`config.mk`:
```
export PLATFORM = sky130hd
export DESIGN_NAME = hrp_read_port
export DESIGN_NICKNAME = d
export VERILOG_FILES = /design/src/hdl/hrp_read_port.v /design/src/hdl/hrp_sync.v /design/src/hdl/hrp_buf2.v
export VERILOG_INCLUDE_DIRS = /design/src /design/src/hdl
export SDC_FILE = /design/constraint.sdc
export NUM_CORES = 1
export LEC_CHECK = 0
export BUFFER_PORTS_ARGS = -buffer_cell sky130_fd_sc_hd__buf_2
export CAP_MARGIN = 20
export CORE_ASPECT_RATIO = 0.5
export CORE_MARGIN = 5
export CORE_UTILIZATION = 30
export DETAILED_ROUTE_END_ITERATION = 10
export PLACE_DENSITY_LB_ADDON = 0.1
export SKIP_LAST_GASP = 1
export SLEW_MARGIN = 10
export SYNTH_ARGS = -nofsm -noshare
export SYNTH_HDL_FRONTEND = slang
export SYNTH_SLANG_ARGS = --single-unit
```
`constraint.sdc`:
```
create_clock -name CLK -period 2.9 [get_ports CLK]
set_input_delay 0.29 -clock CLK [delete_from_list [all_inputs] [get_ports CLK]]
set_output_delay 0.29 -clock CLK [all_outputs]
set_load 0.05 [all_outputs]
```
`src/hdl/hrp_regs.vh`:
```
// Purpose: shared constants of the host read port
// Assumes: byte addresses on a 16-bit host bus, word pins A[7:1]
// Notes: included by bare name, guarded against double inclusion
`ifndef HRP_REGS_VH
`define HRP_REGS_VH

// ----------------------------------------------------------------
// clock and host timing
// ----------------------------------------------------------------
`define HRP_CLK_NS 10
`define HRP_ACYC_NS 45
// longest normal burst, in 16-bit words
`define HRP_BURST_MAX 16
`define HRP_BURST_W 5

// ----------------------------------------------------------------
// byte offsets of the fifo ports, 8-byte windows
// ----------------------------------------------------------------
`define HRP_RXD_OFF 8'h00
`define HRP_RXS_OFF 8'h40
`define HRP_TXS_OFF 8'h48

// ----------------------------------------------------------------
// field positions and reset values
// ----------------------------------------------------------------
// address bit that picks the upper half of a 32-bit entry
`define HRP_HALF_BIT 1
// address bit that must be zero inside a fifo window
`define HRP_SUB_BIT 2
`define HRP_DATA_RST 16'h0000
// pin sampler reset: strobes high, fifo select and address low
`define HRP_PIN_RST 10'h300

`endif

```
`src/hdl/hrp_read_port.v`:
```
// Purpose: read side of the asynchronous 16-bit host bus
// Assumes: strobes, address and fifo select arrive unsynchronised
// Notes: sampling adds latency; data follows the strobes by cycles
`include "hrp_regs.vh"

module hrp_read_port #(
  parameter BURST_MAX = `HRP_BURST_MAX,
  parameter RXD_W = 32
) (
  input wire CLK,
  input wire RESETN,
  input wire CHIP_SELECT_N,
  input wire READ_STROBE_N,
  input wire [7:1] ADDR,
  input wire FIFO_SEL,
  output wire [15:0] DATA_O,
  output wire DATA_OE,
  input wire RXD_VALID,
  input wire [RXD_W-1:0] RXD_DATA,
  output wire RXD_READY,
  input wire [31:0] RXS_DATA,
  output wire RXS_POP,
  input wire [31:0] TXS_DATA,
  output wire TXS_POP,
  output wire [7:1] CSR_ADDR,
  output wire CSR_RD,
  input wire [15:0] CSR_RDATA,
  output wire CTR_SNAP
);

  // ----------------------------------------------------------------
  // state codes and target selects
  // ----------------------------------------------------------------
  localparam [2:0] ST_IDLE = 3'b001;
  localparam [2:0] ST_CSR = 3'b010;
  localparam [2:0] ST_DRIVE = 3'b100;

  localparam [4:0] SEL_RXD = 5'b00001;
  localparam [4:0] SEL_RXS = 5'b00010;
  localparam [4:0] SEL_TXS = 5'b00100;
  localparam [4:0] SEL_CSR = 5'b01000;
  localparam [4:0] SEL_NONE = 5'b10000;

  // cut on purpose: the count register is only HRP_BURST_W bits wide
  localparam [`HRP_BURST_W-1:0] BURST_LIM = BURST_MAX[`HRP_BURST_W-1:0];

  // ----------------------------------------------------------------
  // declarations
  // ----------------------------------------------------------------
  wire [9:0] pins_s;
  wire cs_n_s;
  wire rd_n_s;
  wire fsel_s;
  wire [7:1] addr_s;
  wire active;
  wire [7:0] key_s;
  wire stable;
  wire new_acc;
  wire burst_full;
  wire [4:0] sel;
  wire half_hi;
  wire buf_valid;
  wire [RXD_W-1:0] buf_data;

  reg [2:0] state_ff;
  reg [2:0] nxt_state;
  reg [7:0] key_prev_ff;
  reg [7:0] key_done_ff;
  reg served_ff;
  reg active_ff;
  reg [`HRP_BURST_W-1:0] burst_ff;
  reg [15:0] data_ff;
  reg [15:0] nxt_data;
  reg oe_ff;
  reg snap_ff;
  reg csr_rd_ff;
  reg [7:1] csr_addr_ff;
  reg [7:1] nxt_csr_addr;
  reg rxd_pop_ff;
  reg rxs_pop_ff;
  reg txs_pop_ff;
  reg nxt_rxd_pop;
  reg nxt_rxs_pop;
  reg nxt_txs_pop;
  reg nxt_csr_rd;

  // ----------------------------------------------------------------
  // target decode
  // ----------------------------------------------------------------
  // picks the resource for one access from select and word address
  function [4:0] decode;
    input direct;
    input [7:1] a;
    reg [7:0] win;
    begin
      win = {a[7:3], 3'b000};
      decode = SEL_CSR;
      if (direct) begin
        decode = a[`HRP_SUB_BIT] ? SEL_NONE : SEL_RXD;
      end else if (win == `HRP_RXD_OFF) begin
        decode = a[`HRP_SUB_BIT] ? SEL_NONE : SEL_RXD;
      end else if (win == `HRP_RXS_OFF) begin
        decode = a[`HRP_SUB_BIT] ? SEL_NONE : SEL_RXS;
      end else if (win == `HRP_TXS_OFF) begin
        decode = a[`HRP_SUB_BIT] ? SEL_NONE : SEL_TXS;
      end
    end
  endfunction

  // ----------------------------------------------------------------
  // pin sampling
  // ----------------------------------------------------------------
  // select sampled with address
  hrp_sync #(
    .W(10),
    .RST(`HRP_PIN_RST)
  ) u_sync (
    .clk(CLK),
    .resetn(RESETN),
    .din({CHIP_SELECT_N, READ_STROBE_N, FIFO_SEL, ADDR}),
    .dout(pins_s)
  );

  assign cs_n_s = pins_s[9];
  assign rd_n_s = pins_s[8];
  assign fsel_s = pins_s[7];
  assign addr_s = pins_s[6:0];
  assign key_s = {fsel_s, addr_s};

  assign active = ~cs_n_s & ~rd_n_s;

  // ----------------------------------------------------------------
  // receive data buffer
  // ----------------------------------------------------------------
  // a stall by the port holds words here; the source sees ready low
  hrp_buf2 #(
    .W(RXD_W)
  ) u_buf (
    .clk(CLK),
    .resetn(RESETN),
    .in_valid(RXD_VALID),
    .in_data(RXD_DATA),
    .in_ready(RXD_READY),
    .out_valid(buf_valid),
    .out_ready(rxd_pop_ff),
    .out_data(buf_data)
  );

  // ----------------------------------------------------------------
  // access detection
  // ----------------------------------------------------------------
  // an address must read the same twice before it counts, so a skewed
  // multi-bit change on the pins never opens a bogus access
  assign stable = (key_s == key_prev_ff);

  assign new_acc = active & stable & (~served_ff | (key_s != key_done_ff));

  assign burst_full = ~fsel_s & (burst_ff == BURST_LIM);

  assign sel = decode(fsel_s, addr_s);
  assign half_hi = addr_s[`HRP_HALF_BIT];

  // history of the sampled pins and the cycle framing
  always @(posedge CLK) begin
    if (!RESETN) begin
      key_prev_ff <= 8'h00;
      key_done_ff <= 8'h00;
      served_ff <= 1'b0;
      active_ff <= 1'b0;
      burst_ff <= {`HRP_BURST_W{1'b0}};
    end else begin
      key_prev_ff <= key_s;
      active_ff <= active;
      if (!active) begin
        served_ff <= 1'b0;
        burst_ff <= {`HRP_BURST_W{1'b0}};
      end else if (new_acc && !burst_full) begin
        served_ff <= 1'b1;
        key_done_ff <= key_s;
        burst_ff <= burst_ff + {{(`HRP_BURST_W-1){1'b0}}, 1'b1};
      end
    end
  end

  // ----------------------------------------------------------------
  // read sequencer
  // ----------------------------------------------------------------
  // one cycle type serves all
  always @* begin
    nxt_state = state_ff;
    nxt_data = data_ff;
    nxt_csr_addr = csr_addr_ff;
    nxt_csr_rd = 1'b0;
    nxt_rxd_pop = 1'b0;
    nxt_rxs_pop = 1'b0;
    nxt_txs_pop = 1'b0;
    case (state_ff)
      ST_IDLE, ST_DRIVE: begin
        if (!active) begin
          nxt_state = ST_IDLE;
        end else if (new_acc && !burst_full) begin
          nxt_state = ST_DRIVE;
          case (sel)
            SEL_RXD: begin
              if (buf_valid) begin
                nxt_data = half_hi ? buf_data[31:16] : buf_data[15:0];
                nxt_rxd_pop = half_hi;
              end else begin
                // an empty fifo reads as zero and does not move
                nxt_data = `HRP_DATA_RST;
              end
            end
            SEL_RXS: begin
              nxt_data = half_hi ? RXS_DATA[31:16] : RXS_DATA[15:0];
              nxt_rxs_pop = half_hi;
            end
            SEL_TXS: begin
              nxt_data = half_hi ? TXS_DATA[31:16] : TXS_DATA[15:0];
              nxt_txs_pop = half_hi;
            end
            SEL_CSR: begin
              nxt_state = ST_CSR;
              nxt_csr_addr = addr_s;
              nxt_csr_rd = 1'b1;
            end
            default: begin
              nxt_data = `HRP_DATA_RST;
            end
          endcase
        end
      end
      ST_CSR: begin
        // register data are taken in the same cycle as the strobe
        nxt_data = CSR_RDATA;
        nxt_state = active ? ST_DRIVE : ST_IDLE;
      end
      default: begin
        nxt_state = ST_IDLE;
      end
    endcase
  end

  // registered state and strobes toward the rest of the chip
  always @(posedge CLK) begin
    if (!RESETN) begin
      state_ff <= ST_IDLE;
      data_ff <= `HRP_DATA_RST;
      csr_addr_ff <= 7'h00;
      csr_rd_ff <= 1'b0;
      rxd_pop_ff <= 1'b0;
      rxs_pop_ff <= 1'b0;
      txs_pop_ff <= 1'b0;
    end else begin
      state_ff <= nxt_state;
      data_ff <= nxt_data;
      csr_addr_ff <= nxt_csr_addr;
      csr_rd_ff <= nxt_csr_rd;
      rxd_pop_ff <= nxt_rxd_pop;
      rxs_pop_ff <= nxt_rxs_pop;
      txs_pop_ff <= nxt_txs_pop;
    end
  end

  // ----------------------------------------------------------------
  // counter snapshot and bus enable
  // ----------------------------------------------------------------
  // snapshot at cycle start
  always @(posedge CLK) begin
    if (!RESETN) begin
      snap_ff <= 1'b0;
      oe_ff <= 1'b0;
    end else begin
      snap_ff <= active & ~active_ff;
      oe_ff <= active;
    end
  end

  // ----------------------------------------------------------------
  // outputs, all from flops
  // ----------------------------------------------------------------
  // sixteen-bit data path
  assign DATA_O = data_ff;
  assign DATA_OE = oe_ff;
  assign CSR_ADDR = csr_addr_ff;
  assign CSR_RD = csr_rd_ff;
  assign RXS_POP = rxs_pop_ff;
  assign TXS_POP = txs_pop_ff;
  assign CTR_SNAP = snap_ff;

endmodule

```
`src/hdl/hrp_sync.v`:
```
// Purpose: two-flop sampler for pins from outside the clock domain
// Assumes: each bit is sampled on its own, no bus coherence
// Notes: stage one feeds stage two only
module hrp_sync #(
  parameter W = 10,
  parameter [W-1:0] RST = {W{1'b0}}
) (
  input wire clk,
  input wire resetn,
  input wire [W-1:0] din,
  output wire [W-1:0] dout
);

  reg [W-1:0] meta_ff;
  reg [W-1:0] sync_ff;

  // ----------------------------------------------------------------
  // two stages; the first is never looked at by other logic
  // ----------------------------------------------------------------
  always @(posedge clk) begin
    if (!resetn) begin
      meta_ff <= RST;
      sync_ff <= RST;
    end else begin
      meta_ff <= din;
      sync_ff <= meta_ff;
    end
  end

  assign dout = sync_ff;

endmodule

```
`src/hdl/hrp_buf2.v`:
```
// Purpose: two-entry buffer between the receive data source and the port
// Assumes: source holds data while valid and not ready
// Notes: ready is a flop so the source never sees a combinational path
module hrp_buf2 #(
  parameter W = 32
) (
  input wire clk,
  input wire resetn,
  input wire in_valid,
  input wire [W-1:0] in_data,
  output wire in_ready,
  output wire out_valid,
  input wire out_ready,
  output wire [W-1:0] out_data
);

  reg [W-1:0] ent0_ff;
  reg [W-1:0] ent1_ff;
  reg [1:0] cnt_ff;
  reg ready_ff;
  reg [1:0] nxt_cnt;
  wire push;
  wire pop;

  assign push = in_valid & ready_ff;
  assign pop = out_ready & (cnt_ff != 2'h0);

  // ----------------------------------------------------------------
  // occupancy; ready drops when both entries are held
  // ----------------------------------------------------------------
  always @* begin
    nxt_cnt = cnt_ff;
    if (push && !pop) begin
      nxt_cnt = cnt_ff + 2'h1;
    end else if (pop && !push) begin
      nxt_cnt = cnt_ff - 2'h1;
    end
  end

  // entry 0 is always the head; entry 1 shifts down on a pop
  always @(posedge clk) begin
    if (!resetn) begin
      ent0_ff <= {W{1'b0}};
      ent1_ff <= {W{1'b0}};
      cnt_ff <= 2'h0;
      ready_ff <= 1'b0;
    end else begin
      cnt_ff <= nxt_cnt;
      ready_ff <= (nxt_cnt != 2'h2);
      if (pop) begin
        ent0_ff <= (cnt_ff == 2'h2) ? ent1_ff : in_data;
        if (push && cnt_ff == 2'h2) begin
          ent1_ff <= in_data;
        end
      end else if (push) begin
        if (cnt_ff == 2'h0) begin
          ent0_ff <= in_data;
        end else begin
          ent1_ff <= in_data;
        end
      end
    end
  end

  assign in_ready = ready_ff;
  assign out_valid = (cnt_ff != 2'h0);
  assign out_data = ent0_ff;

endmodule

```
Word level (Yosys, flattened, before mapping)
Cells that the tools add are included.
{ "totals": {"ff_bits": 141, "input_bits": 125, "output_inout_bits": 29, "wordCells": 110} }
{ "op_classes": {"bitwise_logic": 13, "add_sub_neg": 3, "n_mux": 31, "n_reduce_logical": 24, "eq_ne": 20} }
{ "op_table": {"columns": ["operator", "count"], "rows": [
  ["two-way mux 32 bit", 8],
  ["two-way mux 16 bit", 6],
  ["case mux 16 bit (4 select lines)", 1],
  ["two-way mux 5 bit", 7],
  ["case mux 16 bit (2 select lines)", 1],
  ["equality test 5 x 4 -> 1 bit (second input constant)", 3],
  ["two-way mux 3 bit", 4],
  ["AND reduction 4 bit", 3],
  ["!= test 2 bit (second input constant)", 5],
  ["AND reduction 5 bit", 2],
  ["equality test 8 bit", 1],
  ["!= test 8 bit", 1],
  ["nonzero test 2 bit", 4],
  ["bitwise AND 1 bit", 7],
  ["case mux 3 bit (2 select lines)", 1],
  ["AND reduction 2 bit", 3],
  ["AND reduction 6 bit", 1],
  ["adder 5 x 1 -> 5 bit (second input constant)", 1],
  ["equality test 5 x 1 -> 1 bit (second input constant)", 1],
  ["equality test 5 x 2 -> 1 bit (second input constant)", 1],
  ["equality test 5 x 3 -> 1 bit (second input constant)", 1],
  ["equality test 5 bit (second input constant)", 1],
  ["zero test 5 bit", 1],
  ["inverter 1 bit", 5],
  ["other kinds (16)", 22]
]} }

Longest topological paths before layout
{ "logic_depth": {"ltp_word": 10, "ltp_mapped": 9, "mapped_depth_nobuf": 7} }

Cells and area by module
From an unflattened synthesis, not the netlist that was laid out.
{ "unflattened": {"hier_cells": 743, "area_unflattened_um2": 6636.4} }
{ "by_module_without_submodules": {"columns": ["mod", "area_per_inst_um2", "cells_per_inst", "n_inst"], "rows": [
  ["hrp_read_port", 3294.4, 352, 1],
  ["hrp_buf2", 2803.9, 349, 1],
  ["hrp_sync", 538.0, 42, 1]
]} }

Worst setup path before layout
Ideal clock, no wire load.
{ "synth_timing": {"path_kind": "register -> register", "from": "register burst_ff[0]", "to": "register data_ff[0], in the netlist DATA_O[0]", "required_time_ns": 2.754, "slack_ns": 0.686, "path_buffers": 2, "period_less_slack_ns": 2.214, "arrival_ns": 2.068, "path_stages_with_launch": 10, "path_cell_list": "dfxtp_1 > inv_1 > ha_1 > nor4b_1 > a2111o_1 > o31ai_4 > and3_1 > buf_4 > buf_12 > a211oi_2"} }
{ "synth_between": {"elab_chain_len": 6} }
{ "synth_lines": {"columns": ["item", "line_no", "source"], "rows": [
  ["start, declared", "hrp_read_port.v:71", "reg [`HRP_BURST_W-1:0] burst_ff;"],
  ["start signal, assigned", "hrp_read_port.v:170", "burst_ff <= {`HRP_BURST_W{1'b0}};"],
  ["start signal, assigned", "hrp_read_port.v:176", "burst_ff <= {`HRP_BURST_W{1'b0}};"],
  ["start signal, assigned", "hrp_read_port.v:180", "burst_ff <= burst_ff + {{(`HRP_BURST_W-1){1'b0}}, 1'b1};"],
  ["equality test 5 bit", "hrp_read_port.v:158", "assign burst_full = ~fsel_s & (burst_ff == BURST_LIM);"],
  ["bitwise AND 1 bit", "hrp_read_port.v:158", null],
  ["zero test 1 bit", "hrp_read_port.v:201", "end else if (new_acc && !burst_full) begin"],
  ["logical AND 1 bit", "hrp_read_port.v:201", null],
  ["!= test 2 bit (no source line)", null, null],
  ["AND reduction 4 bit (no source line)", null, null],
  ["end signal, assigned", "hrp_read_port.v:247", "data_ff <= `HRP_DATA_RST;"],
  ["end signal, assigned", "hrp_read_port.v:255", "data_ff <= nxt_data;"],
  ["end, declared", "hrp_read_port.v:72", "reg [15:0] data_ff;"]
]} }
Every way passes these cells.
A chain may end at the register's enable or synchronous reset.

Worst setup path in the final report
{ "layout_timing": {"from": "register burst_ff[0]", "to": "register burst_ff[4]"} }
{ "layout_between": {"elab_chain_len": 4, "elab_cells_between_ends": 5} }
{ "layout_lines": {"columns": ["item"], "rows": [
  ["parallel branches: the longest is 4 deep, another holds adder 5 x 1 -> 5 bit"]
]} }
Several ways; the timed one is not identified.

==> run summary <==
Outcome -> finished clean
Clk slew on worst S/H paths -> 0.06 ns
CP max stage delay -> 0.59 ns
CTS resizes -> 0
Vias per inst -> 4.96
I/O Pins -> 154
F_max -> 0.399 GHz
Met3 GRT Util -> 0.0374
DR iter-0 viols -> 325
Fin nets -> 984
Post-synth top area cell -> dfxtp_1
Vias in the first global route -> 5493
Yosys top cell area share -> 0.440
Worst Skew -> 0.00705 ns
#FFs+latches synth -> 141
CTS tree -> done
Share of layout cells above drive strength 1 -> 0.280
Met2 Resource Use GR -> 0.257
Setup TNS -> 0 ns
Synth Area per Inst -> 8.84 um2
Overall Global Routing Usage -> 0.159
# Post-CTS Setup Buffers -> 0
Clock buffer depth -> 2
Ranking of synthesized cells by area -> dfxtp_1 44%, nand2_1 7.3%, mux4_2 5.6%, a311oi_1 4.4%, mux2i_1 3.7%
Max-slew headroom -> 0.283
MaxCap Viol Count -> 0
Req. time, crit path -> 3.22 ns
Area growth syn-to-layout -> 25.2%
Gr busiest metal -> met2
Worst path bufs/invs -> 1
I/O Buffers -> 153
Crit start category -> flop
Placed Instances -> 1109
Worst skew pair latency -> 0.43 ns
FF-to-FF path depth -> 7
Dominant synthesized flop cell -> dfxtp_1
Initial antenna violation count -> 0
Vias -> 5654
Fin crit share -> 0.863
Cells after Synth -> 726
Stages on worst setup path -> 7
Fill cells -> 2153
Setup crit end kind -> flop
Drt pass-1 iters -> 4
Cts hold-fix bufs -> 0
Pwr Density -> 629 nW/um2
Crit Path Category -> flop to flop
Fin crit period -> 2.50 ns
Worst Path Arrival -> 2.83 ns
Die H -> 113 um
Number of different library cells in the post-synthesis netlist -> 49
CP top delay family -> compound AO/OA/AOI/OAI gates
Drt wl/cell -> 17.2 um
Met1 usage -> 0.214
Setup-failing EPs final -> 0
Gpl congestion -> 0.813
Post-synth EDFFs -> 0
Cells on Worst Hold Path -> 2
Root Driver -> clkbuf_16
Hold violation total from the final report -> 0
Total clock buffers created by CTS -> 17
Die Width -> 217 um
Hpwl dp -> 13.5 mm
Die ar. -> 24600 um2
Sequential-to-total area share from yosys stat -> 0.440
RSZ-0062 raised after global routing -> false
Worst-Margin Slew -> 1.07 ns
CP Max Fanout -> 12
P_leak -> 0.00325 uW
Worst hold-check path type -> primary input to flop
Synth Net Count -> 855
Grt total ovfl -> 0
Yosys warns -> 0
Fraction of registers with async set/reset -> 0
Pin count of the biggest net entering global routing -> 90
Slew Limit Fails -> 0
Placement Rows -> 37
Layout Cells excl Fill -> 1141
Top-count cell post-synth -> dfxtp_1
Core Box Area -> 20800 um2
Slowest cell on crit path -> or3_1
Crit-path cells -> inv_1 > ha_1 > nor4b_1 > a2111o_1 > or3_1 > o31a_1 > o21a_1
Remaining DRCs -> 0
N_diodes -> 0
Global-route wire length before repair -> 30.8 mm
Worst-case vdd ir drop -> 0.259 mV
Antenna Nets Post-Route -> 0
Top cells by instance count after synthesis -> 141 x dfxtp_1, 125 x nand2_1, 46 x nand3_1
Htree depth -> 4
# clock sinks -> 141
Post-Syn Area -> 6420 um2
Drt total wl -> 19.7 mm
Starting Density -> 0.309
[routing by layer]
metal  up-vias  share of wire
li1       2831              -
met1      2708           0.47
met2       101           0.49
met3        14          0.031
met4         0          0.012
met5         -              0
[path summary, 6_finish.rpt]
path	to	startpoint	slack, ns
max reg2reg	burst_ff[4]	burst_ff[0]	0.40
max	burst_ff[4]	burst_ff[0]	0.40
min reg2reg	CTR_SNAP	DATA_OE	0.40
min	u_sync.meta_ff[9]	CHIP_SELECT_N	0.05
[cells in the final DEF, fill, tap and decap left out, types with 4 or more instances in the layout]
cell	count
nor2_1	43
and2_1	19
a21oi_1	44
nand2_1	125
nor4_1	4
buf_4	18
xor2_1	8
mux2i_1	24
buf_2	153
nand2b_1	5
mux4_2	16
o22ai_1	16
a211oi_2	10
clkbuf_16	17
inv_1	29
dfxtp_1	140
a31oi_1	19
a22oi_1	17
a311oi_1	32
a211oi_1	6
nand3_1	46
xnor2_1	9
ha_1	4
o21ai_0	11
[flip-flops by register name, summed over array words and instances (netlist names), 2 cells and up]
signal          flops
u_sync.dout        10
DATA_O             16
key_done_ff         8
u_buf.out_data     32
u_sync.meta_ff     10
u_buf.ent1_ff      32
key_prev_ff         8
CSR_ADDR            7
burst_ff            5
u_buf.cnt_ff        2
state_ff            3
[per-stage QoR]
stage	power (uW)	worst slack (ns)	hold WS (ns)	cell area [um2]	utilization
finish	5050	0.396	0.0516	8040	0.387
global route	5300	0.285	0.0467	8040	0.387
CTS	5140	0.399	0.0215	8040	0.387
detailed placement	2840	0.426	0.396	7430	0.357
global placement	2840	0.457	0.400	7430	0.357
floorplan	2580	0.686	0.386	6420	-
[worst reg2reg max path, stage by stage, from the launching register on]
cell	delay (ns)
dfxtp_1	0.37
inv_1	0.07
ha_1	0.19
nor4b_1	0.13
a2111o_1	0.52
or3_1	0.59
o31a_1	0.35
o21a_1	0.18
[power by group]
group / internal [uW] / leakage (uW) / switching (uW)
clock network: 1420 / 0.000296 / 845
logic: 269 / 0.00180 / 396
registers: 2050 / 0.00115 / 76.2
[logic make-up (layout without fill, tap and decap cells)]
group,after synthesis,after routing,share of synthesized area
AO/OA/AOI/OAI,166,166,0.184
buffers and inverters,93,235,0.0620
multiplexers,40,40,0.0935
adder cells (fa/ha/maj),4,4,0.00779
flip-flops,141,141,0.440
AND/OR/NAND/NOR,265,265,0.190
XOR/XNOR,17,17,0.0232
[layout make-up]
class | count | area (um2) | share of cell area
tap | 273 | 342 | 0.0425
clock inverter | 10 | 138 | 0.0171
timing repair buffer | 173 | 941 | 0.117
multi-input combinational | 492 | 3210 | 0.399
inverter | 30 | 113 | 0.0140
clock buffer | 22 | 474 | 0.0590
sequential | 141 | 2820 | 0.351
No activity file was read; power rests on OpenSTA's default activity.
